`src/design/spi_pkg.sv`:
```
package spi_pkg;
   // ----------------------------------------------------------------
   // Register addresses on the special function register port
   // ----------------------------------------------------------------
   localparam logic [7:0] ADDR_TX_DATA = 8'h9A;
   localparam logic [7:0] ADDR_RX_DATA = 8'h9B;
   localparam logic [7:0] ADDR_CFG_ONE = 8'hE8;
   localparam logic [7:0] ADDR_CFG_TWO = 8'hE9;

   // ----------------------------------------------------------------
   // Reset values
   // ----------------------------------------------------------------
   localparam logic [7:0] RST_RX_DATA = 8'h00;
   localparam logic [7:0] RST_CFG_ONE = 8'h10;
   localparam logic [7:0] RST_CFG_TWO = 8'h00;

   // ----------------------------------------------------------------
   // Field positions, config_one_reg
   // ----------------------------------------------------------------
   localparam int IRQ_SRC_BIT = 5;
   localparam int AUTO_SS_BIT = 4;
   localparam int SS_IN_EN_BIT = 3;
   localparam int RX_OVW_BIT = 2;
   localparam int RATE_LSB = 0;

   // ----------------------------------------------------------------
   // Field positions, config_two_reg
   // ----------------------------------------------------------------
   localparam int CONT_BIT = 7;
   localparam int IF_EN_BIT = 6;
   localparam int MASTER_BIT = 4;
   localparam int CPOL_BIT = 3;
   localparam int CPHA_BIT = 2;
   localparam int LSB_FIRST_BIT = 1;

   // ----------------------------------------------------------------
   // Timing counts and sizes
   // ----------------------------------------------------------------
   localparam logic [4:0] SCLK_HALF_BASE = 5'h04;  // Half of divide-by-8
   localparam logic [1:0] STALL_TICKS = 2'h2;      // Idle half periods
   localparam int FIFO_DEPTH = 2;                  // Double buffering

   typedef enum logic [1:0] {
      ST_IDLE = 2'b00,
      ST_XFER = 2'b01,
      ST_STALL = 2'b10
   } xfer_state_e;
endpackage : spi_pkg

```
`src/design/byte_fifo_if.sv`:
```
`timescale 1ns/1ps
interface byte_fifo_if;
   logic push;
   logic pop;
   logic [7:0] wdata;
   logic [7:0] rdata;
   logic full;
   logic empty;
   modport user (output push, pop, wdata, input rdata, full, empty);
   modport store (input push, pop, wdata, output rdata, full, empty);
endinterface : byte_fifo_if

```
`src/design/byte_fifo.sv`:
```
`timescale 1ns/1ps
module byte_fifo
   import spi_pkg::*;
(
   input wire logic clk,       // Core clock
   input wire logic rst,       // Async reset
   byte_fifo_if.store port     // Push and pop side
);
   logic [7:0] mem [FIFO_DEPTH];
   logic rd_ptr, wr_ptr, next_rd_ptr, next_wr_ptr;
   logic [1:0] count, next_count;
   logic do_push, do_pop;

   // Push into a full store is taken only when a pop frees a slot
   always_comb begin
      do_pop = port.pop && (count != 2'h0);
      do_push = port.push && ((count != 2'(FIFO_DEPTH)) || do_pop);
      next_rd_ptr = rd_ptr ^ do_pop;
      next_wr_ptr = wr_ptr ^ do_push;
      next_count = count + 2'(do_push) - 2'(do_pop);
   end

   always_ff @(posedge clk or posedge rst) begin
      if (rst) begin
         rd_ptr <= 1'b0;
         wr_ptr <= 1'b0;
         count <= 2'h0;
      end else begin
         rd_ptr <= next_rd_ptr;
         wr_ptr <= next_wr_ptr;
         count <= next_count;
      end
   end

   // Data array needs no reset
   always_ff @(posedge clk) begin
      if (do_push) begin
         mem[wr_ptr] <= port.wdata;
      end
   end

   assign port.rdata = mem[rd_ptr];
   assign port.full = (count == 2'(FIFO_DEPTH));
   assign port.empty = (count == 2'h0);
endmodule : byte_fifo

```
`src/design/sclk_divider.sv`:
```
`timescale 1ns/1ps
module sclk_divider
   import spi_pkg::*;
(
   input wire logic clk,         // Core clock
   input wire logic rst,         // Async reset
   input wire logic clr,         // Restart the half period
   input wire logic [1:0] rate,  // Rate code
   output logic tick             // One pulse per half period
);
   logic [4:0] cnt, next_cnt;
   logic [5:0] half;

   // Half period doubles with each rate step; six bits hold the 32 of the slowest code
   always_comb begin
      half = {1'b0, SCLK_HALF_BASE} << rate;
      tick = !clr && ({1'b0, cnt} == half - 6'h01);
      next_cnt = (clr || tick) ? 5'h00 : cnt + 5'h01;
   end

   always_ff @(posedge clk or posedge rst) begin
      if (rst) begin
         cnt <= 5'h00;
      end else begin
         cnt <= next_cnt;
      end
   end
endmodule : sclk_divider

```
`src/design/spi_port.sv`:
```
`timescale 1ns/1ps
// Functional notes
// - A read of receive_data_reg moves the receive FIFO head into it; bus bytes enter the FIFO.
// - The interrupt follows receive-full when irq_source_select is 0, transmit-empty when 1.
// - As master with automatic chip select off, SS is held low for manual control.
// - As master with automatic chip select on, SS is low for one byte and then high.
// - With automatic chip select and continuous mode, SS stays low over the whole run.
// - As slave with the SS input enable set, the SS pin selects the slave.
// - With overwrite off, a byte arriving to a full receive buffer is dropped.
// - With overwrite on, a byte arriving to a full receive buffer replaces old data.
// - As master, SCLK is the core clock divided by 8, 16, 32 or 64 per the rate code.
// - Without continuous mode the master stops after each byte, lifts SS when automatic chip select is on, and stalls.
// - In continuous mode the master runs while transmit data waits, SS held until empty.
// - The interface enable bit turns all SPI operation off when 0 and on when 1.
// - The master select bit picks slave when 0 and master when 1.
// - The clock polarity bit sets the SCLK idle level and so the first edge direction.
module spi_port
   import spi_pkg::*;
(
   input wire logic clk,               // Core clock
   input wire logic rst,               // Async reset
   input wire logic [7:0] sfr_addr,    // Register address
   input wire logic sfr_wr,            // Write strobe
   input wire logic sfr_rd,            // Read strobe
   input wire logic [7:0] sfr_wdata,   // Write data
   output logic [7:0] sfr_rdata,       // Read data, next cycle
   input wire logic sclk_i,            // SCLK pin level
   output logic sclk_o,                // SCLK drive
   output logic sclk_oe,               // SCLK enable
   input wire logic mosi_i,            // MOSI pin level
   output logic mosi_o,                // MOSI drive
   output logic mosi_oe,               // MOSI enable
   input wire logic miso_i,            // MISO pin level
   output logic miso_o,                // MISO drive
   output logic miso_oe,               // MISO enable
   input wire logic ss_i,              // SS pin level
   output logic ss_o,                  // SS drive
   output logic ss_oe,                 // SS enable
   output logic irq                    // SPI interrupt level
);
   // ----------------------------------------------------------------
   // Pin synchronisers
   // ----------------------------------------------------------------
   logic [3:0] pin_s1, pin_s2;
   logic sclk_d;

   // Order: sclk, mosi, miso, ss
   always_ff @(posedge clk or posedge rst) begin
      if (rst) begin
         pin_s1 <= 4'h0;
         pin_s2 <= 4'h0;
         sclk_d <= 1'b0;
      end else begin
         pin_s1 <= {sclk_i, mosi_i, miso_i, ss_i};
         pin_s2 <= pin_s1;
         sclk_d <= pin_s2[3];
      end
   end

   // ----------------------------------------------------------------
   // Registers and FIFOs
   // ----------------------------------------------------------------
   byte_fifo_if tx_f ();
   byte_fifo_if rx_f ();
   byte_fifo u_tx_fifo (.clk(clk), .rst(rst), .port(tx_f.store));
   byte_fifo u_rx_fifo (.clk(clk), .rst(rst), .port(rx_f.store));

   logic [7:0] config_one_reg, next_config_one_reg;
   logic [7:0] config_two_reg, next_config_two_reg;
   logic [7:0] receive_data_reg, next_receive_data_reg;
   logic [7:0] next_sfr_rdata;
   logic sw_rx_read, rx_push, rx_full_drop;
   logic [7:0] rx_byte;

   logic irq_source_select, auto_ss, ss_in_en, rx_overwrite_en;
   logic [1:0] sclk_rate_sel;
   logic continuous_transfer_en, interface_enable, master_select;
   logic clock_polarity, clock_phase, lsb_first, master_on;

   assign irq_source_select = config_one_reg[IRQ_SRC_BIT];
   assign auto_ss = config_one_reg[AUTO_SS_BIT];
   assign ss_in_en = config_one_reg[SS_IN_EN_BIT];
   assign rx_overwrite_en = config_one_reg[RX_OVW_BIT];
   assign sclk_rate_sel = config_one_reg[RATE_LSB +: 2];
   assign continuous_transfer_en = config_two_reg[CONT_BIT];
   assign interface_enable = config_two_reg[IF_EN_BIT];
   assign master_select = config_two_reg[MASTER_BIT];
   assign clock_polarity = config_two_reg[CPOL_BIT];
   assign clock_phase = config_two_reg[CPHA_BIT];
   assign lsb_first = config_two_reg[LSB_FIRST_BIT];
   assign master_on = interface_enable && master_select;

   // Register port: reads answer one cycle after the strobe
   always_comb begin
      next_config_one_reg = config_one_reg;
      next_config_two_reg = config_two_reg;
      next_receive_data_reg = receive_data_reg;
      next_sfr_rdata = 8'h00;
      sw_rx_read = 1'b0;
      tx_f.push = sfr_wr && (sfr_addr == ADDR_TX_DATA);
      tx_f.wdata = sfr_wdata;
      if (sfr_wr && sfr_addr == ADDR_CFG_ONE) begin
         next_config_one_reg = sfr_wdata;
      end
      if (sfr_wr && sfr_addr == ADDR_CFG_TWO) begin
         next_config_two_reg = sfr_wdata;
      end
      if (sfr_rd) begin
         case (sfr_addr)
            ADDR_RX_DATA: begin
               // Empty FIFO leaves the last byte in place
               sw_rx_read = !rx_f.empty;
               next_receive_data_reg = rx_f.empty ? receive_data_reg : rx_f.rdata;
               next_sfr_rdata = next_receive_data_reg;
            end
            ADDR_CFG_ONE: next_sfr_rdata = config_one_reg;
            ADDR_CFG_TWO: next_sfr_rdata = config_two_reg;
            default: next_sfr_rdata = 8'h00;
         endcase
      end
      // Overwrite mode drops the oldest byte to make room
      rx_full_drop = rx_push && rx_f.full && rx_overwrite_en;
      rx_f.pop = sw_rx_read || rx_full_drop;
      rx_f.push = rx_push;  // full store refuses without a pop
      rx_f.wdata = rx_byte;
   end

   always_ff @(posedge clk or posedge rst) begin
      if (rst) begin
         config_one_reg <= RST_CFG_ONE;
         config_two_reg <= RST_CFG_TWO;
         receive_data_reg <= RST_RX_DATA;
         sfr_rdata <= 8'h00;
      end else begin
         config_one_reg <= next_config_one_reg;
         config_two_reg <= next_config_two_reg;
         receive_data_reg <= next_receive_data_reg;
         sfr_rdata <= next_sfr_rdata;
      end
   end

   // ----------------------------------------------------------------
   // Transfer engine
   // ----------------------------------------------------------------
   xfer_state_e state, next_state;
   logic [3:0] ecnt, next_ecnt;
   logic [7:0] sh, next_sh, rsh, next_rsh, ld_src, ld_sh;
   logic [1:0] stall, next_stall;
   logic dout, next_dout, next_sclk, next_ss, next_irq;
   logic div_clr, tick, slave_sel, edge_ev, sample, din, load, byte_done;

   sclk_divider u_div (.clk(clk), .rst(rst), .clr(div_clr), .rate(sclk_rate_sel),
      .tick(tick));

   // Without the input enable the slave treats itself as always selected
   assign slave_sel = ss_in_en ? !pin_s2[0] : 1'b1;
   assign din = master_select ? pin_s2[1] : pin_s2[2];

   // Edge source: own divider as master, the far master's SCLK as slave
   always_comb begin
      edge_ev = master_select ? tick : (pin_s2[3] != sclk_d);
      sample = (ecnt[0] == clock_phase);  // Leading edge samples when phase is 0
      ld_src = tx_f.empty ? 8'h00 : tx_f.rdata;
      ld_sh = lsb_first ? {1'b0, ld_src[7:1]} : {ld_src[6:0], 1'b0};
   end

   always_comb begin
      next_state = state;
      next_ecnt = ecnt;
      next_sh = sh;
      next_rsh = rsh;
      next_stall = stall;
      next_dout = dout;
      next_sclk = sclk_o;
      load = 1'b0;
      byte_done = 1'b0;
      rx_push = 1'b0;
      rx_byte = rsh;
      div_clr = 1'b0;
      case (state)
         ST_IDLE: begin
            div_clr = 1'b1;
            next_ecnt = 4'h0;
            next_sclk = clock_polarity;
            if (master_on && !tx_f.empty) begin
               load = 1'b1;
            end else if (interface_enable && !master_select && slave_sel) begin
               load = 1'b1;
            end
         end
         ST_XFER: begin
            if (!interface_enable || (!master_select && !slave_sel)) begin
               next_state = ST_IDLE;
            end else if (edge_ev) begin
               next_ecnt = ecnt + 4'h1;
               if (master_select) begin
                  next_sclk = !sclk_o;
               end
               if (sample) begin
                  next_rsh = lsb_first ? {din, rsh[7:1]} : {rsh[6:0], din};
               end else begin
                  next_dout = lsb_first ? sh[0] : sh[7];
                  next_sh = lsb_first ? {1'b0, sh[7:1]} : {sh[6:0], 1'b0};
               end
               if (ecnt == 4'hF) begin
                  byte_done = 1'b1;
                  rx_push = 1'b1;
                  rx_byte = next_rsh;
                  next_ecnt = 4'h0;
                  if (!master_select) begin
                     load = 1'b1;
                  end else if (continuous_transfer_en && !tx_f.empty) begin
                     load = 1'b1;
                  end else begin
                     next_state = ST_STALL;
                     next_stall = 2'h0;
                  end
               end
            end
         end
         ST_STALL: begin
            if (!interface_enable) begin
               next_state = ST_IDLE;
            end else if (tick) begin
               next_stall = stall + 2'h1;
               if (stall == STALL_TICKS - 2'h1) begin
                  next_state = ST_IDLE;
               end
            end
         end
         default: next_state = ST_IDLE;
      endcase
      // Phase 0 presents the first bit before the first edge
      if (load) begin
         next_state = ST_XFER;
         next_ecnt = 4'h0;
         next_sh = clock_phase ? ld_src : ld_sh;
         if (!clock_phase) begin
            next_dout = lsb_first ? ld_src[0] : ld_src[7];
         end
      end
      tx_f.pop = load && !tx_f.empty;
      // Manual mode holds SS low; auto mode follows the transfer state
      if (!master_on) begin
         next_ss = 1'b1;
      end else if (!auto_ss) begin
         next_ss = 1'b0;
      end else begin
         next_ss = (next_state != ST_XFER);
      end
      next_irq = interface_enable && (irq_source_select ? tx_f.empty : rx_f.full);
   end

   always_ff @(posedge clk or posedge rst) begin
      if (rst) begin
         state <= ST_IDLE;
         ecnt <= 4'h0;
         sh <= 8'h00;
         rsh <= 8'h00;
         stall <= 2'h0;
         dout <= 1'b0;
         sclk_o <= 1'b0;
         ss_o <= 1'b1;
         irq <= 1'b0;
         sclk_oe <= 1'b0;
         mosi_oe <= 1'b0;
         miso_oe <= 1'b0;
         ss_oe <= 1'b0;
      end else begin
         state <= next_state;
         ecnt <= next_ecnt;
         sh <= next_sh;
         rsh <= next_rsh;
         stall <= next_stall;
         dout <= next_dout;
         sclk_o <= next_sclk;
         ss_o <= next_ss;
         irq <= next_irq;
         sclk_oe <= master_on;
         mosi_oe <= master_on;
         miso_oe <= interface_enable && !master_select && slave_sel;
         ss_oe <= master_on;
      end
   end

   // One shift flop serves whichever data pin this end drives
   assign mosi_o = dout;
   assign miso_o = dout;
endmodule : spi_port

```
`config.mk`:
```
export PLATFORM = sky130hd
export DESIGN_NAME = spi_port
export DESIGN_NICKNAME = d
export VERILOG_FILES = /design/src/design/spi_pkg.sv /design/src/design/byte_fifo_if.sv /design/src/design/byte_fifo.sv /design/src/design/sclk_divider.sv /design/src/design/spi_port.sv
export SDC_FILE = /design/constraint.sdc
export NUM_CORES = 1
export LEC_CHECK = 0
export ABC_CLOCK_PERIOD_IN_PS = 3600
export BUFFER_PORTS_ARGS = -buffer_cell sky130_fd_sc_hd__buf_2
export CORE_AREA = 8 8 115 106
export CTS_CLUSTER_DIAMETER = 50
export DETAILED_ROUTE_END_ITERATION = 10
export DIE_AREA = 0 0 123 114
export PLACE_DENSITY = 0.73
export SLEW_MARGIN = 20
export SYNTH_ARGS = -nofsm -noshare
export SYNTH_HDL_FRONTEND = slang
export SYNTH_SLANG_ARGS = --single-unit
```
`constraint.sdc`:
```
create_clock -name clk -period 3.6 [get_ports clk]
set_input_delay 0.36 -clock clk [delete_from_list [all_inputs] [get_ports clk]]
set_output_delay 0.36 -clock clk [all_outputs]
set_load 0.1 [all_outputs]
```
==> results.ini <==
[worst_setup_path]
cp.required_ps = 3670
ff2ff_setup_slack_ps = 260
cp-start-kind = register
critical_path_class = register to register
cp-end-kind = register
crit_fanout = 8
crit_arrival_ps = 3410

[grt]
overflow = 0
grt_max_degree = 47
grt_usage_pct = 18.1
antenna_found_initial = 0
grt_pass1_wl_um = 19300
grt_pass1_vias = 3857

[clocking]
cts_made_buffers = 17
clockBufferDepth = 2
cts_num_sinks = 116
htree_levels = 4
cts_tree = done
cts_hold_buf = 0
root_buffer = clkbuf_16
clock_latency_ps = 410
post-cts-setup-buffer-count = 0
ctsResizeCount = 0
clkTransAtPathRegs_ps = 50

[floorplan]
dieArea_um2 = 14000
rows = 35
die_x_um = 123
core_area_um2 = 10200
initial_utilization_pct = 54.0
fp.dieH_um = 114
ioPinCount = 41

[routing]
vias_per_cell = 5.73
wirelength_um = 11900
drc = 0
drtIter0Drc = 284
ant_nets = 0
drt-pass1-iter-count = 4
routedWlPerCell_um = 18.2
via_count = 3736

[power_and_ir_drop]
power_density_nw_per_um2 = 548
max-vdd-ir-drop_v = 0.000593
leakage_nw = 2.78
total_power_mw = 3.48

[sta]
setup_viol = 0
drv_slew = 0
finClkSkew_ps = 8.60
rsz0062_at_grt = no
tns_ps = 0
finalCriticalPeriod_ps = 3340
clock.fmax_mhz = 299
hold_ws_ps = 52.4
tightest_slew_ps = 804
period_share_pct = 92.8
finalHoldViolCount = 0
max-slew-margin-rel_pct = 46.3

[synthesis]
synth_enable_flop_cells = 32
yosys.area.top_type = dfrtp_1
syn-num-nets = 501
async_flop_share_pct = 72.4
synth.distinct_cells = 45
syn_inst = 466
yosys_warnings = 0
synth.avg_cell_area_um2 = 11.8
ys_ff_latch = 116
synth-seq-area-share_pct = 55.9
synth_top_area_share_pct = 37.4
synthTopCellsByArea = dfrtp_1 (37%), edfxtp_1 (18%), mux2_2 (11%)
synth.cell_area_um2 = 5480
ys.flop_type = dfrtp_1

[finish]
syn2layout_area_growth_pct = 16.0
fin_nets = 545
fin_area_um2 = 6360
fin_util_pct = 62.6
drive_gt1_share_pct = 26.0
diodes = 0
top_regs = u_rx_fifo.mem x16, u_tx_fifo.mem x16

[placement]
gp_congestion = 0.906
post_dp_cell_area_um2 = 5790
port_buffers = 40
hpwl_um = 8610

[run_status]
status = complete, no violations

[hold_path]
min_path_type = primary input to register

[job]
max_cap_viol_count = 0

cell usage in the layout (no fill, tap or decap), drive strengths merged, types with 3 or more instances in the layout:
master,count
o21ai,32
nand3,12
ha,11
edfxtp,32
clkbuf,23
inv,17
a21oi,18
buf,45
nor3,4
mux2,55
nand2,63
and3,4
xnor2,6
dfrtp,82
nand4,3
o211ai,7
and2,5
a22oi,10
mux2i,30
o21a,3
xor2,5
nand4b,3
clkinv,3
nor2,20
a21o,3
clkinvlp,4
critical path, stage by stage, from the launching register on:
cell	delay (ps)
dfrtp_1	370
ha_1	250
or4b_1	450
a211o_1	350
a211oi_4	330
o211ai_1	290
a41oi_1	480
ha_1	470
final timing paths:
path / to / startpoint / depth (start not counted)
worst max-delay path: u_tx_fifo.mem[1][2] / u_div.cnt[0] / 7
worst min-delay path: pin_s1[0] / ss_i / 1
worst max register to register: u_tx_fifo.mem[1][2] / u_div.cnt[0] / 7
worst min register to register: pin_s2[1] / pin_s1[1] / 0
max in group asynchronous: sh[0] / rst / 3
min in group asynchronous: pin_s1[1] / rst / 2
logic make-up after synthesis:
family / after synthesis / share of synthesized area (%)
flops: 116 / 55.9
compound gates: 82 / 9.43
mux: 85 / 16.8
simple gates: 124 / 10.8
fa+ha+maj: 11 / 2.51
buf+inv: 37 / 2.81
xor+xnor: 11 / 1.76
report_power, final:
part	internal, mW	switching [mW]
sequential	1.41	0.0754
combinational	0.145	0.250
clock	1.03	0.570
metrics by stage:
stage                     worst slack, ps  cells
after floorplan                       688    466
after detailed placement              261    620
final                                 259    652
after global placement                455    620
after CTS                             234    652
after global routing                 7.25    652
per-layer routing:
| metal | up-vias | wire (um) | global-route usage (%) | share of wire (%) |
|---|---|---|---|---|
| met1 | 1844 | 5080 | 22.0 | 43 |
| met2 | 113 | 5820 | 28.7 | 49 |
| met4 | 0 | 224 | 7.78 | 1.9 |
| met3 | 21 | 728 | 6.17 | 6.1 |
| li1 | 1758 | - | - | - |
| met5 | - | 0 | 0 | 0 |
synth_stat cells, drive strengths merged (11+ instances only):
master  number
dfrtp       82
nand2       63
mux2        55
edfxtp      32
o21ai       32
mux2i       30
nor2        20
a21oi       18
inv         17
clkbuf      14
nand3       12
ha          11
layout make-up:
type / instances / area (um^2)
Tap cell: 129 / 161
Clock inverter: 9 / 106
Inverter: 17 / 65.1
Timing Repair Buffer: 45 / 238
Multi-Input combinational cell: 313 / 2260
Sequential cell: 116 / 3070
Fill cell: 790 / 3800
Clock buffer: 23 / 458
No activity file was read; power rests on OpenSTA's default activity.
